[config.mk]
export PLATFORM = sky130hd
export DESIGN_NAME = ucc_device_flat
export DESIGN_NICKNAME = d
export VERILOG_FILES = /design/src/ucc_pkg.sv /design/src/ucc_link_if.sv /design/src/ucc_device.sv /design/src/flat_wrapper.sv
export SDC_FILE = /design/constraint.sdc
export NUM_CORES = 1
export LEC_CHECK = 0
export BUFFER_PORTS_ARGS = -buffer_cell sky130_fd_sc_hd__buf_2
export CELL_PAD_IN_SITES_DETAIL_PLACEMENT = 0
export CELL_PAD_IN_SITES_GLOBAL_PLACEMENT = 1
export CORE_MARGIN = 2
export CORE_UTILIZATION = 35
export CTS_BUF_LIST = sky130_fd_sc_hd__clkbuf_8
export DETAILED_ROUTE_END_ITERATION = 8
export PLACE_DENSITY_LB_ADDON = 0.15
export SYNTH_ARGS = -nofsm -noshare
export SYNTH_HDL_FRONTEND = slang
export SYNTH_SLANG_ARGS = --single-unit
[constraint.sdc]
create_clock -name clk_i -period 6 [get_ports clk_i]
set_input_delay 1.5 -clock clk_i [delete_from_list [all_inputs] [get_ports clk_i]]
set_output_delay 1.5 -clock clk_i [all_outputs]
set_load 0.01 [all_outputs]
[src/ucc_pkg.sv]
// Shared constants for the node address chain configuration block.
// Assumes both ends are built on one 200 MHz clock.
package ucc_pkg;
   // Device register indices and the write flag added on writes
   localparam logic [6:0] REG_CFG     = 7'h00;
   localparam logic [6:0] REG_NODE    = 7'h03;
   localparam logic [6:0] REG_INPUT   = 7'h04;
   localparam logic [6:0] REG_OUTPUT  = 7'h05;
   localparam logic [7:0] WR_FLAG     = 8'h80;
   localparam int         WR_BIT      = 7;
   // Node addresses
   localparam logic [7:0] NODE_MAX    = 8'hfd;
   localparam logic [7:0] NODE_MASTER = 8'hff;
   localparam logic [7:0] NODE_DFLT   = 8'h00;
   // Global configuration bit positions
   localparam int GC_SINGLE = 0;
   localparam int GC_PORT1  = 1;
   localparam int GC_PORT2  = 2;
   localparam int GC_TEST   = 7;
   // Input and output register bit positions
   localparam int IN_PIN    = 0;
   localparam int IN_CHAIN  = 6;
   localparam int OUT_PIN   = 0;
   localparam int OUT_DIR0  = 8;
   // Reset values
   localparam logic [7:0]  CFG_RST   = 8'h00;
   localparam logic [7:0]  NODE_RST  = 8'h00;
   localparam logic [31:0] DATA_RST  = 32'h0000_0000;
   // Host register byte offsets on the Wishbone bus
   localparam logic [7:0] H_CTRL  = 8'h00;
   localparam logic [7:0] H_NODE  = 8'h04;
   localparam logic [7:0] H_REG   = 8'h08;
   localparam logic [7:0] H_WDATA = 8'h0c;
   localparam logic [7:0] H_RDATA = 8'h10;
   localparam logic [7:0] H_STAT  = 8'h14;
   // Host control and status bit positions
   localparam int C_GO     = 0;
   localparam int C_WRITE  = 1;
   localparam int C_ASSIGN = 2;
   localparam int S_BUSY   = 0;
   localparam int S_DONE   = 1;
   localparam int S_TOUT   = 2;
   // Cycles the host waits for a read reply
   localparam logic [7:0] REPLY_WAIT_CYC = 8'h40;
endpackage

[src/ucc_link_if.sv]
// Register access link between the host end and one device end.
// Assumes both ends share clk_i; a request is a one-cycle pulse.
`timescale 1ns/10ps
interface ucc_link_if;
   logic        req_valid;
   logic [7:0]  req_node;
   logic [7:0]  req_addr;
   logic [31:0] req_wdata;
   logic        rsp_valid;
   logic [7:0]  rsp_node;
   logic [31:0] rsp_data;

   modport host (
      output req_valid,
      output req_node,
      output req_addr,
      output req_wdata,
      input  rsp_valid,
      input  rsp_node,
      input  rsp_data
   );

   modport dev (
      input  req_valid,
      input  req_node,
      input  req_addr,
      input  req_wdata,
      output rsp_valid,
      output rsp_node,
      output rsp_data
   );
endinterface

[src/ucc_device.sv]
// Device end: node address, chain pin and global configuration flags.
// Assumes a host on ucc_link_if on the same clock; chain pins are async.
// Function
// Strap levels give two devices different addresses
// Chaining addresses up to 255 devices
// Reset address: 0 if chain low, else 1
// Host drives chain pin low after addressing
// Host addresses devices one by one in order
// Low chain output enables next bus switch
// All registers reset to zero
// Writes add 0x80; top bit marks write
// Single mode: driver two copies driver one
// Host sets single mode before drivers run
// Config bit 1 gates port one steps
// Config bit 2 gates port two steps
// Config bit 7 routes test signal to probe
// Effective address is field plus chain input
// Address field resets 0, accepts 0 to 253
// Address 0xff never adopted by a slave
// Config bits 3 to 6 have no function
`timescale 1ns/10ps
module ucc_device
   import ucc_pkg::*;
(
   // Clock and reset
   input  wire logic clk_i,
   input  wire logic rst_i,
   // Link to the host
   ucc_link_if.dev   link,
   // Chain pins
   input  wire logic chain_select_input_i,
   input  wire logic general_io_pin_zero_i,
   output logic      general_io_pin_zero_o,
   output logic      general_io_pin_zero_oe_o,
   // Step and direction inputs
   input  wire logic step_pulse_one_i,
   input  wire logic direction_one_i,
   input  wire logic step_pulse_two_i,
   input  wire logic direction_two_i,
   // Driver side outputs
   output logic      drv1_step_o,
   output logic      drv1_dir_o,
   output logic      drv2_step_o,
   output logic      drv2_dir_o,
   output logic      probe_route_o,
   output logic      single_mode_o,
   output logic [7:0] node_address_o
);

   typedef struct packed {
      logic [7:0]  cfg;
      logic [7:0]  node;
      logic        pin_out;
      logic        pin_dir;
      logic [2:0]  chn_s;
      logic        chn;
      logic [2:0]  io_s;
      logic        io_in;
      logic        rsp_valid;
      logic [31:0] rsp_data;
      logic        d1_step;
      logic        d1_dir;
      logic        d2_step;
      logic        d2_dir;
   } ucc_dev_st_t;

   ucc_dev_st_t st_r;
   ucc_dev_st_t st_nxt;
   logic [7:0]  eff_node;
   logic        hit;
   logic        is_wr;
   logic [6:0]  reg_idx;

   // Three stage sync; a change counts once stages two and three agree
   function automatic logic sync_level(input logic [2:0] s,
                                       input logic       cur);
      sync_level = (s[1] == s[2]) ? s[2] : cur;
   endfunction

   function automatic logic [31:0] rd_mux(input logic [6:0]  a,
                                          input ucc_dev_st_t s);
      rd_mux = DATA_RST;
      case (a)
         REG_CFG: begin
            rd_mux[7:0] = s.cfg;
         end
         REG_INPUT: begin
            rd_mux[IN_PIN]   = s.io_in;
            rd_mux[IN_CHAIN] = s.chn;
         end
         default: begin
            rd_mux = DATA_RST;
         end
      endcase
   endfunction

   // Field tops out at 253 so the sum never reaches 0xff
   assign eff_node = st_r.node + {7'h00, st_r.chn};
   assign is_wr    = link.req_addr[WR_BIT];
   assign reg_idx  = link.req_addr[6:0];
   assign hit      = link.req_valid && (link.req_node == eff_node);

   always_comb begin
      st_nxt = st_r;
      st_nxt.chn_s = {st_r.chn_s[1:0], chain_select_input_i};
      st_nxt.chn   = sync_level(st_r.chn_s, st_r.chn);
      st_nxt.io_s  = {st_r.io_s[1:0], general_io_pin_zero_i};
      st_nxt.io_in = sync_level(st_r.io_s, st_r.io_in);
      st_nxt.rsp_valid = 1'b0;
      st_nxt.rsp_data  = DATA_RST;
      if (hit && is_wr) begin
         case (reg_idx)
            REG_CFG: begin
               st_nxt.cfg = link.req_wdata[7:0];
            end
            REG_NODE: begin
               if (link.req_wdata[7:0] <= NODE_MAX) begin
                  st_nxt.node = link.req_wdata[7:0];
               end
            end
            REG_OUTPUT: begin
               st_nxt.pin_out = link.req_wdata[OUT_PIN];
               st_nxt.pin_dir = link.req_wdata[OUT_DIR0];
            end
            default: begin
               st_nxt.cfg = st_r.cfg;
            end
         endcase
      end else if (hit) begin
         st_nxt.rsp_valid = 1'b1;
         st_nxt.rsp_data  = rd_mux(reg_idx, st_r);
      end
      // Port gating and single motor mirroring
      st_nxt.d1_step = step_pulse_one_i & st_r.cfg[GC_PORT1];
      st_nxt.d1_dir  = direction_one_i;
      if (st_r.cfg[GC_SINGLE]) begin
         st_nxt.d2_step = st_nxt.d1_step;
         st_nxt.d2_dir  = st_nxt.d1_dir;
      end else begin
         st_nxt.d2_step = step_pulse_two_i & st_r.cfg[GC_PORT2];
         st_nxt.d2_dir  = direction_two_i;
      end
   end

   always_ff @(posedge clk_i) begin
      if (rst_i) begin
         st_r           <= '0;
         st_r.cfg       <= CFG_RST;
         st_r.node      <= NODE_RST;
         st_r.rsp_data  <= DATA_RST;
      end else begin
         st_r <= st_nxt;
      end
   end

   // Link answer
   assign link.rsp_valid = st_r.rsp_valid;
   assign link.rsp_node  = st_r.rsp_valid ? NODE_MASTER : NODE_DFLT;
   assign link.rsp_data  = st_r.rsp_data;

   // Chain pin: released until software makes it an output
   assign general_io_pin_zero_o    = st_r.pin_out;
   assign general_io_pin_zero_oe_o = st_r.pin_dir;

   assign drv1_step_o    = st_r.d1_step;
   assign drv1_dir_o     = st_r.d1_dir;
   assign drv2_step_o    = st_r.d2_step;
   assign drv2_dir_o     = st_r.d2_dir;
   assign probe_route_o  = st_r.cfg[GC_TEST];
   assign single_mode_o  = st_r.cfg[GC_SINGLE];
   assign node_address_o = eff_node;

endmodule

[src/flat_wrapper.sv]
// flat-port wrapper written by rule: the top's interface ports become plain ports
module ucc_device_flat import ucc_pkg::*;
  (clk_i, rst_i, chain_select_input_i, general_io_pin_zero_i, general_io_pin_zero_o, general_io_pin_zero_oe_o, step_pulse_one_i, direction_one_i, step_pulse_two_i, direction_two_i, drv1_step_o, drv1_dir_o, drv2_step_o, drv2_dir_o, probe_route_o, single_mode_o, node_address_o, link_req_valid, link_req_node, link_req_addr, link_req_wdata, link_rsp_valid, link_rsp_node, link_rsp_data);
  ucc_link_if link_i ();
  input  wire logic clk_i;
  input  wire logic rst_i;
  input  wire logic chain_select_input_i;
  input  wire logic general_io_pin_zero_i;
  output logic general_io_pin_zero_o;
  output logic general_io_pin_zero_oe_o;
  input  wire logic step_pulse_one_i;
  input  wire logic direction_one_i;
  input  wire logic step_pulse_two_i;
  input  wire logic direction_two_i;
  output logic drv1_step_o;
  output logic drv1_dir_o;
  output logic drv2_step_o;
  output logic drv2_dir_o;
  output logic probe_route_o;
  output logic single_mode_o;
  output logic [7:0] node_address_o;
  input wire logic [$bits(link_i.req_valid)-1:0] link_req_valid;
  input wire logic [$bits(link_i.req_node)-1:0] link_req_node;
  input wire logic [$bits(link_i.req_addr)-1:0] link_req_addr;
  input wire logic [$bits(link_i.req_wdata)-1:0] link_req_wdata;
  output wire logic [$bits(link_i.rsp_valid)-1:0] link_rsp_valid;
  output wire logic [$bits(link_i.rsp_node)-1:0] link_rsp_node;
  output wire logic [$bits(link_i.rsp_data)-1:0] link_rsp_data;
  assign link_i.req_valid = link_req_valid;
  assign link_i.req_node = link_req_node;
  assign link_i.req_addr = link_req_addr;
  assign link_i.req_wdata = link_req_wdata;
  assign link_rsp_valid = link_i.rsp_valid;
  assign link_rsp_node = link_i.rsp_node;
  assign link_rsp_data = link_i.rsp_data;
  ucc_device u_core (.clk_i(clk_i), .rst_i(rst_i), .link(link_i), .chain_select_input_i(chain_select_input_i), .general_io_pin_zero_i(general_io_pin_zero_i), .general_io_pin_zero_o(general_io_pin_zero_o), .general_io_pin_zero_oe_o(general_io_pin_zero_oe_o), .step_pulse_one_i(step_pulse_one_i), .direction_one_i(direction_one_i), .step_pulse_two_i(step_pulse_two_i), .direction_two_i(direction_two_i), .drv1_step_o(drv1_step_o), .drv1_dir_o(drv1_dir_o), .drv2_step_o(drv2_step_o), .drv2_dir_o(drv2_dir_o), .probe_route_o(probe_route_o), .single_mode_o(single_mode_o), .node_address_o(node_address_o));
endmodule
== Yosys cells after proc, flatten, opt, wreduce, memory -nomap -nowiden ==
Index checks and enable logic that the tools add are counted.

* Add/subtract/negate cells: 1
* Multipliers: 0
* Div/mod/pow operators: 0
* Order comparisons: 1
* Equality and inequality tests: 6
* Shift-type cells: 0
* Multiplexer cells: 7
* Bitwise logic cells: 4
* Reductions and logical operators: 9

{| class="wikitable"
|+ Operator list
! cell !! number
|-
| 2-to-1 mux 33 bit || 1
|-
| == test 7 x 3 -> 1 bit, second input constant || 2
|-
| adder 8 x 1 -> 8 bit || 1
|-
| == test 8 bit || 1
|-
| less-or-equal comparator 8 bit, second input constant || 1
|-
| 2-to-1 mux 8 bit || 1
|-
| == test 7 x 2 -> 1 bit, second input constant || 1
|-
| logical NOT 7 bit || 1
|-
| 2-to-1 mux 5 bit || 1
|-
| case mux 1 bit (2 select lines) || 2
|-
| AND reduction 2 bit || 2
|-
| OR reduction 4 bit || 1
|-
| AND reduction 3 bit || 1
|-
| OR reduction 3 bit || 1
|-
| AND 1 bit || 2
|-
| == test 1 bit || 2
|-
| logical AND 1 bit || 2
|-
| 2-to-1 mux 2 bit || 1
|-
| NOT 1 bit || 2
|-
| OR reduction 2 bit || 1
|-
| 2-to-1 mux 1 bit || 1
|}

* Bits in registers: 63
* Bits in latches: 0
* Bits in writable memories: 0
* Bits in read-only memories: 0
* Bits of input ports: 57
* Output and inout port bits: 57
* Word-level logic and storage cells: 44
* Memories: 0

== Depth between registers and ports, before layout ==
Gate-level depths: netlist of the first run.

* Word-level depth: 5
* Gate-level depth with buffers: 9
* Depth with buffers taken out: 8

== Worst setup path before layout of the first run ==
No wires, ideal clock.

* Path kind: register to output
* From: reg u_core.st_r[41] (netlist name)
* To: out node_address_o[6]
* Data arrival time: 1.399 ns
* Required time: 4.500 ns
* Setup slack: 3.101 ns
* Stages on the path, launching flop included: 6
* Path buffers: 0
* Cells stage by stage: dfxtp_1 > ha_1 > ha_1 > nand3_1 > nor2_1 > xor2_1

* Longest elaborated chain between the ends: 1

{| class="wikitable"
|+ RTL lines
! item !! line !! text
|-
| start: declaration || ucc_device.sv:67 || <nowiki>ucc_dev_st_t st_r;</nowiki>
|-
| start signal: assignment || ucc_device.sv:152 || <nowiki>st_r <= st_nxt;</nowiki>
|-
| adder 8 x 1 -> 8 bit || ucc_device.sv:98 || <nowiki>assign eff_node = st_r.node + {7'h00, st_r.chn};</nowiki>
|-
| end: declaration || flat_wrapper.sv:21 || <nowiki>output logic [7:0] node_address_o;</nowiki>
|}

Every way passes these cells.

== Final worst setup path of the first run ==
Same ends and word-level chain as after synthesis.

==> results of run 1 <==
sequential cells by signal, summed over array words and instances, names as in the netlist:
name and cells:
u_core.st_nxt 4, u_core.link.rsp_data 8, u_core.single_mode_o 1, u_core.drv1_dir_o 1, u_core.drv1_step_o 1, u_core.drv2_step_o 1, u_core.general_io_pin_zero_o 1, u_core.link.rsp_valid 1
u_core.general_io_pin_zero_oe_o 1, u_core.drv2_dir_o 1, u_core.probe_route_o 1, u_core.st_r 18
metal layers:
metal | track usage, % | part of all wire (%) | wire length, microns
met4 | 2.00 | 0.54 | 25
met3 | 4.24 | 7.0 | 322
met1 | 18.3 | 49 | 2240
met5 | 0 | 0 | 0
met2 | 21.3 | 44 | 2010
synthesized netlist by cell type:
library cell  count
nand3_2           2
nand4_4           1
nor2_1           11
conb_1            1
nor2b_1           9
a21oi_1          21
mux2i_1           4
nand4_2           1
or3_4             1
buf_4            41
buf_1             1
nand4_1           2
o211ai_1          2
and3_2            1
o211a_1           1
nor4b_1           1
and2_1            1
xnor3_1           1
and3b_1           2
and4b_2           1
and3_1            3
nor4_4            1
nand3_1          24
nand2_2           1
nand4b_1          1
xnor2_1           6
nor4_2            1
dfxtp_1          39
o31a_1            1
clkbuf_1          3
nor3b_2           7
nand2_1           7
and3_4            1
and4_1            1
buf_2             3
o21ai_2           1
o21ai_0          24
ha_1              2
nand3b_1          1
xor2_1            7
clkbuf_2          1
through the flow:
stage / util (%) / std cells / area (sq um)
finish: 41.2 / 363 / 2440
global route: 41.2 / 363 / 2440
CTS: 41.2 / 363 / 2440
detailed placement: 39.2 / 355 / 2320
global placement: 39.2 / 355 / 2320
floorplan: - / 263 / 2240
worst min path at each step:
| stage | slack (ns) | depth (start not counted) | to |
|---|---|---|---|
| global placement | 0.42 | 1 | u_core.st_nxt[44] |
| detailed placement | 0.42 | 1 | u_core.st_nxt[40] |
| CTS | 0.44 | 1 | u_core.st_nxt[40] |
| finish | 0.44 | 1 | u_core.st_nxt[40] |
| global route | 0.46 | 1 | u_core.st_nxt[40] |
| floorplan | 0.41 | 1 | u_core.st_nxt[40] |
area by class of cell:
cell class | count | area, sq um
clock buffers | 6 | 82.6
clock inverters | 2 | 35.0
fillers | 622 | 3480
multi-input cells | 175 | 1110
flip-flops and latches | 39 | 781
well taps | 75 | 93.8
repair buffers | 66 | 330
where the power goes:
group	switching, mW	total [mW]	internal (mW)
logic	0.0266	0.0421	0.0154
clock network	0.0902	0.225	0.135
registers	0.000671	0.262	0.261
worst register-to-register path, cell delays in order, from the launching register on:
cell     delay (ns)
dfxtp_1        0.39
ha_1           0.24
ha_1           0.20
nand3_1        0.21
nor2_1         0.33
xnor2_1        0.27
nand3_1        0.31
o21ai_0        0.25
a21oi_1        0.09
cell families after synthesis:
group	count (synthesis)
and+or+nand+nor	81
AOI/OAI and AO/OA	50
buffers and inverters	49
DFF	39
xor gates and xnor gates	14
muxes	4
adders and majority gates	2
other	1
==> results by stage, run 1 <==
Timing:
- Setup slack closes at 2.53 ns.
- For the pin with the worst max-slew slack, the measured transition is 0.589 ns.
- Setup violations remaining at the end of the flow were counted as 0.
- Measured against its own limit, the worst slew margin works out to 60.7%.
- Setup repair after global routing left no endpoint under its margin.
- The number of max-slew violations in the final report is 0.
- The smallest clock period supported by the final layout is computed as 3.47 ns.
- The period utilization is 57.8%.
- The worst setup skew after layout is 0.00567 ns.
- Static timing analysis puts the maximum clock frequency at 288 MHz.
- The final-layout setup total negative slack is 0 ns.
- The final hold violation count came to 0.
- Final hold analysis gives a worst-case slack of 0.437 ns.

Logic synthesis:
- In this run, distinct cell masters in the synthesized netlist total 41.
- The total number of yosys warnings is 0.
- The largest total area in the synthesized netlist belongs to dfxtp_1.
- After synthesis, the largest family of logic cells by area is simple AND/OR/NAND/NOR gates.
- The portion of synthesized cell area occupied by the leading cell type is 36.3%.
- The part of the Yosys area used for sequential elements is 36.3%.
- The synthesized netlist devotes 6.34% of its cell area to XOR and XNOR gates.
- Synthesis inferred 39 register bits.
- Synthesis produced 240 cells.
- Yosys attributes the largest share of cell area to dfxtp_1 (36%), buf_4 (14%), nand3_1 (5.6%), o21ai_0 (5.6%), a21oi_1 (4.9%).
- The synthesized netlist devotes 25.8% of its cell area to simple gates.
- The portion of synthesized area spent on multiplexers is 1.86%.
- The synthesized-area fraction occupied by ao, oa, aoi and oai cells is 12.4%.
- The synthesized netlist devotes 1.16% of its cell area to adder and majority cells.
- Summing every instance area after synthesis gives 2150 sq um.
- The synthesized area per cell is 8.97 sq um.

Worst setup path:
- The end point of the critical path is node_address_o[6].
- The largest stage delay on the critical path is 0.39 ns.
- Traced cell by cell, the critical path runs through ha_1 > ha_1 > nand3_1 > nor2_1 > xor2_1 > buf_2.
- The reg-to-reg critical path endpoint is u_core.st_r[51].
- For the worst setup path, the data required time is 4.50 ns.
- The depth of the worst register-to-register path is 8.
- Grouping stages by cell kind, the critical path spends the most delay in simple AND/OR/NAND/NOR gates.
- The number of buffers and inverters on the critical path is 1.
- In this run the number of cells on the critical path is 6.
- For flop-to-flop paths, the worst setup slack is 3.57 ns.
- The worst reg2reg path startpoint is u_core.st_r[41].
- The launching instance or port of the critical path is u_core.st_r[41].
- The highest fanout seen on the critical path is 4.
- The worst setup path is captured at an output pin.
- The path type of the worst setup path is reg -> out.
- The startpoint type of the worst setup path is a flip-flop.
- Data arrives at the worst endpoint at 1.97 ns.
- The slowest cell on the critical path is dfxtp_1.
- Counting stages on the worst path, the most repeated cell is ha_1.

Die:
- The die is 82.4 microns tall.
- The number of placement rows is 28.
- The die outline area is 6790 sq um.
- For this design the top-level I/O count stands at 114.
- The initial utilization of the core area, before any placement, comes to 36.3%.
- The floorplan die width is 82.4 microns.
- The core region is 5920 sq um.

Clock tree:
- The clock tree root buffer cell is clkbuf_8.
- After clock tree synthesis, the flow added hold-fix buffers numbering 0.
- The clock input transition at the sequential cells of the worst setup and hold paths is 0.07 ns.
- The total clock buffers created by CTS is 5.
- The number of post-CTS setup repair buffers is 0.
- Once the clock tree was built, the resizer swapped 0 gates to a different size.
- At the later pin of the worst-skew pair, clock insertion delay measures 0.29 ns.
- The clock passes through at most 2 buffers.
- TritonCTS built the clock tree.
- The CTS H-tree depth is 2.
- Clock tree synthesis found a total of 39 sinks.

Finish:
- Relative to the synthesized area, the layout overhead comes to 13.3%.
- The net count of the finished layout is 346.
- The most common library cell in the layout ignoring fill and taps is buf_2.
- The antenna cell count is 0.
- The library cells used most frequently in the layout, excluding fill and tap cells, are buf_2 (66), dfxtp_1 (39), nand3_1 (24), o21ai_0 (24), conb_1 (24).
- The share of final-layout standard cells stronger than drive strength 1 is 32.3%.

Global route:
- For this run the aggregate overflow at the end of global routing stands at 0.
- The initial antenna violation count came to 0.
- The first global-routing pass estimated 7.07 mm of wire.
- The largest net degree at the start of global routing is 32.
- Global routing used 13.4% of the available tracks.
- The via count of the first global-routing pass is 1,495.

Power and ir drop:
- The worst-case IR drop observed on VDD is 0.000113 V.
- The leakage power is 1.09 nW.
- For this design the ratio of total power to cell area is 217 nW/um^2.
- The overall power of the completed layout is 0.528 mW.

Routing:
- Dividing the detail-routed wire length by the instance count gives 12.7 microns.
- Across all layers, the routed design uses 1,698 vias.
- The detailed-route vias per instance is 4.68.
- After detailed routing, the number of remaining DRC violations is 0.
- The count of antenna-violating nets left after detailed routing is 0.
- Before antenna repair, the detailed router went through 4 iterations.
- The detailed router finished its first iteration with 40 violations.
- The final wirelength is 4.60 mm.

Placed design:
- After legalization and detailed placement, the total HPWL measured 3.52 mm.
- The routability congestion estimate from global placement is 0.760.
- OpenSTA, run right after detailed placement, puts the worst setup slack at 2.77 ns.
- The count of buffers added on input and output ports is 66.

Min path:
- The tightest min-delay check is of the reg -> reg type.
- The worst hold path begins at u_core.st_nxt[39].

Status:
- The run finished with clean final reports.

Flow run:
- The max-capacitance violation count is 0.
No activity file was read; power rests on OpenSTA's default activity.
==> run 2: changes to the inputs <==
- ABC_AREA: unset -> 1
- CORE_UTILIZATION: 35 -> 28
- clock period: 6 -> 3.1 ns (I/O delays scaled with it)
==> results by stage, run 2 <==
Finish:
- The number of fill cells in the layout came to 866 (was 622).
- The share of final-layout standard cells stronger than drive strength 1 is 25.3% (was 32.3%).
- The most common library cell in the layout ignoring fill and taps is nand2_1 (was buf_2).
- The net count of the finished layout is 425 (was 346).
- The register with the most flip-flops is u_core.st_r (unchanged).
- The relative area change from synthesis to final layout came to 14.8% (was 13.3%).
- The final standard cell count with taps included and fillers excluded is 469 (was 363).
- The number of flip-flops under the largest register name came to 18 (unchanged).
- The final non-filler cell area is 2490 sq um (was 2440 sq um).
- Commonest cells after routing, fill and taps aside: nand2_1 (69), buf_2 (66), nor2_1 (53) (was buf_2 (66), dfxtp_1 (39), nand3_1 (24), o21ai_0 (24), conb_1 (24)).
- The antenna cell count is 0 (unchanged).

Worst setup path:
- The arrival time of data at the critical path endpoint is 1.76 ns (was 1.97 ns).
- The most repeated library cell on the critical path is nand2_1 (was ha_1).
- The largest stage delay on the critical path is 0.39 ns (about the same).
- The startpoint type of the worst setup path is a flip-flop (unchanged).
- Cell-by-cell listing of the critical path: ha_1 > ha_1 > nand2_2 > nor2_4 > nand2_1 > nand2_1 > nand2_1 > buf_2 (was ha_1 > ha_1 > nand3_1 > nor2_1 > xor2_1 > buf_2).
- The path type of the worst setup path is reg -> out (unchanged).
- The slowest cell on the critical path is dfxtp_1 (unchanged).
- The kind of end point of the critical path is an output pin (unchanged).
- The required time at the endpoint of the critical path came to 2.32 ns (was 4.50 ns).
- The highest fanout seen on the critical path is 5 (was 4).

Logic synthesis:
- The count of flip-flops with a built-in enable after synthesis is 0 (unchanged).
- The top cell type by total area after synthesis is dfxtp_1 (unchanged).
- The part of the Yosys area used for sequential elements is 36.0% (was 36.3%).
- The distinct cell type count of the synthesized netlist is 26 (was 41).
- The total of flip-flops plus latches after synthesis is 39 (unchanged).
- The prevailing post-synth register cell was dfxtp_1 (unchanged).
- The portion of synthesized cell area occupied by the leading cell type is 36.0% (was 36.3%).
- Cells taking the most area after synthesis: dfxtp_1 (36%), buf_4 (14%), nand2_1 (12%), nor2_1 (9.2%), inv_1 (7.6%) (was dfxtp_1 (36%), buf_4 (14%), nand3_1 (5.6%), o21ai_0 (5.6%), a21oi_1 (4.9%)).
- The total number of yosys warnings is 0 (unchanged).
- The share of synthesized registers carrying an async set or reset is 0% (unchanged).
- The post-synthesis instance total is 315 (was 240).
- The synthesized area per cell is 6.89 sq um (was 8.97 sq um).
- The post-synthesis instance area came to 2170 sq um (was 2150 sq um).
- Synth top cells by count: nand2_1 (69), nor2_1 (53), inv_1 (44), buf_4 (40), dfxtp_1 (39) (was buf_4 (41), dfxtp_1 (39), nand3_1 (24), o21ai_0 (24), a21oi_1 (21)).
- The most used standard cell by instance count after synthesis was nand2_1 (was buf_4).

Timing:
- The total setup violations reported at the end of the flow is 0 (unchanged).
- The number of max-slew violations in the final report is 0 (unchanged).
- Unrepaired setup endpoints after global routing: false (unchanged).
- The headroom to the max-slew limit is 54.2% (was 60.7%).
- The minimum clock period after layout is 2.54 ns.
- The worst setup skew after layout is 0.00652 ns (was 0.00567 ns).
- The worst-case setup margin in the final layout came to 0.564 ns (was 2.53 ns).
- The transition time at the pin with the least slew margin is 0.686 ns (was 0.589 ns).
- The final hold violation count is 0 (unchanged).
- The minimum hold slack was 0.405 ns (was 0.437 ns).
- The maximum achievable frequency is 394 MHz.
- After layout, the worst path uses 81.8% of the clock period.
- The final-layout setup total negative slack came to 0 ns (unchanged).

Clock tree:
- The clock input transition at the sequential cells of the worst setup and hold paths was 0.08 ns (was 0.07 ns).
- The clock tree from TritonCTS is done (unchanged).
- The number of post-CTS setup repair buffers is 0 (unchanged).
- The number of gates resized after CTS came to 0 (unchanged).
- The total clock sinks is 39 (unchanged).
- The CTS H-tree depth is 2 (unchanged).
- The cts-stage hold buffer count came to 0 (unchanged).
- The clock latency reported for the late side of the worst-skew pair is 0.29 ns (about the same).
- The total clock buffers created by CTS is 5 (unchanged).
- The clock tree root buffer cell is clkbuf_8 (unchanged).
- The buffer levels on the longest clock path came to 2 (unchanged).

Die:
- The initial standard-cell utilization of the core is 28.5% (was 36.3%).
- The number of placed I/O pins is 114 (unchanged).
- The core footprint came to 7610 sq um (was 5920 sq um).
- The floorplan die width is 92.1 microns (was 82.4 microns).
- The height of the die is 92.1 microns (was 82.4 microns).
- The number of placement rows is 32 (was 28).
- The die outline area came to 8470 sq um (was 6790 sq um).

Routing:
- The vias after detailed routing is 1,873 (was 1,698).
- The final wirelength is 4.69 mm (was 4.60 mm).
- The detailed-route vias per instance is 3.99 (was 4.68).
- The number of DRC violations after detailed routing is 0 (unchanged).
- The count of routing violations after the opening detailed-route iteration came to 43 (was 40).
- The count of antenna-violating nets left after detailed routing was 0 (unchanged).
- The detail-routed net length per standard cell is 10.0 microns (was 12.7 microns).
- The number of detailed-route iterations in the first pass is 4 (unchanged).

Placed design:
- The instance area after placement is 2380 sq um (was 2320 sq um).
- The instance count after placement with tap cells included is 461 (was 355).
- The routability congestion estimate from global placement is 0.709 (was 0.760).
- The setup slack after placement was 0.651 ns (was 2.77 ns).
- The count of port buffers added during placement is 66 (unchanged).
- The post-detailed-placement half-perimeter wirelength came to 3.65 mm (was 3.52 mm).

Power and ir drop:
- The leakage power was 1.41 nW (was 1.09 nW).
- The power per cell area is 406 nW/um^2 (was 217 nW/um^2).
- The worst-case vdd ir drop is 0.000142 V (was 0.000113 V).

Min path:
- The path category of the worst min-delay check is reg -> reg (unchanged).

Global route:
- The overall overflow remaining after global route is 0 (unchanged).
- The global-route usage over all layers is 11.2% (was 13.4%).
- The initial antenna violation count is 0 (unchanged).
- The first-pass GRT wire length is 7.46 mm (was 7.07 mm).
- The via count of the first global-routing pass is 1,657 (was 1,495).
- The largest net degree at the start of global routing is 22 (was 32).

Flow run:
- The max-capacitance violation count is 0 (unchanged).

Status:
- Status: finished, final reports clean (unchanged).
[run 2: cell type report]
class / count / area (sq um) / area share (%)
Clock buffer: 5 / 68.8 / 2.76
Clock inverter: 3 / 43.8 / 1.76
Inverter: 45 / 169 / 6.78
Multi-Input combinational cell: 209 / 972 / 39.0
Sequential cell: 39 / 781 / 31.3
Tap cell: 102 / 128 / 5.12
Timing Repair Buffer: 66 / 330 / 13.3
[run 2: path summary, 6_finish.rpt]
path                      from                 to  slack (ns)  depth (start not counted)
max            u_core.st_r[41]  node_address_o[6]        0.56                          8
min          u_core.st_nxt[39]  u_core.st_nxt[40]        0.40                          2
max reg2reg    u_core.st_r[41]    u_core.st_r[60]        0.83                         11
min reg2reg  u_core.st_nxt[39]  u_core.st_nxt[40]        0.40                          2
[run 2: critical path: cells and delay by family (launching register included)]
family / cells / cell delay (ns)
flops: 1 / 0.39
fa+ha+maj: 2 / 0.50
simple gates: 5 / 0.46
buf+inv: 1 / 0.13
[run 2: per-layer routing]
metal	part of all wire [%]	global-route usage, %
met5	0	0
met1	48	14.7
met2	46	17.8
met3	4.8	2.79
met4	1.3	3.73
[run 2: power breakdown]
| part | internal, mW | switching [mW] |
|---|---|---|
| clock network | 0.240 | 0.192 |
| registers | 0.505 | 0.00148 |
| logic | 0.0246 | 0.0478 |
| total | 0.769 | 0.242 |
[run 2: logic make-up after synthesis]
kind of cell,count (synthesis),synth area share (%)
AOI/OAI and AO/OA,10,2.71
adders and majority gates,2,1.15
buffers and inverters,90,23.2
DFF,39,36.0
other,1,0.173
and+or+nand+nor,173,36.8
[run 2: through the flow]
| stage | utilization [%] | power [mW] |
|---|---|---|
| final | 32.8 | 1.01 |
| after global routing | 32.8 | 1.06 |
| after CTS | 32.8 | 1.03 |
| after detailed placement | 31.3 | 0.592 |
| after global placement | 31.3 | 0.591 |
| after floorplan | - | 0.579 |
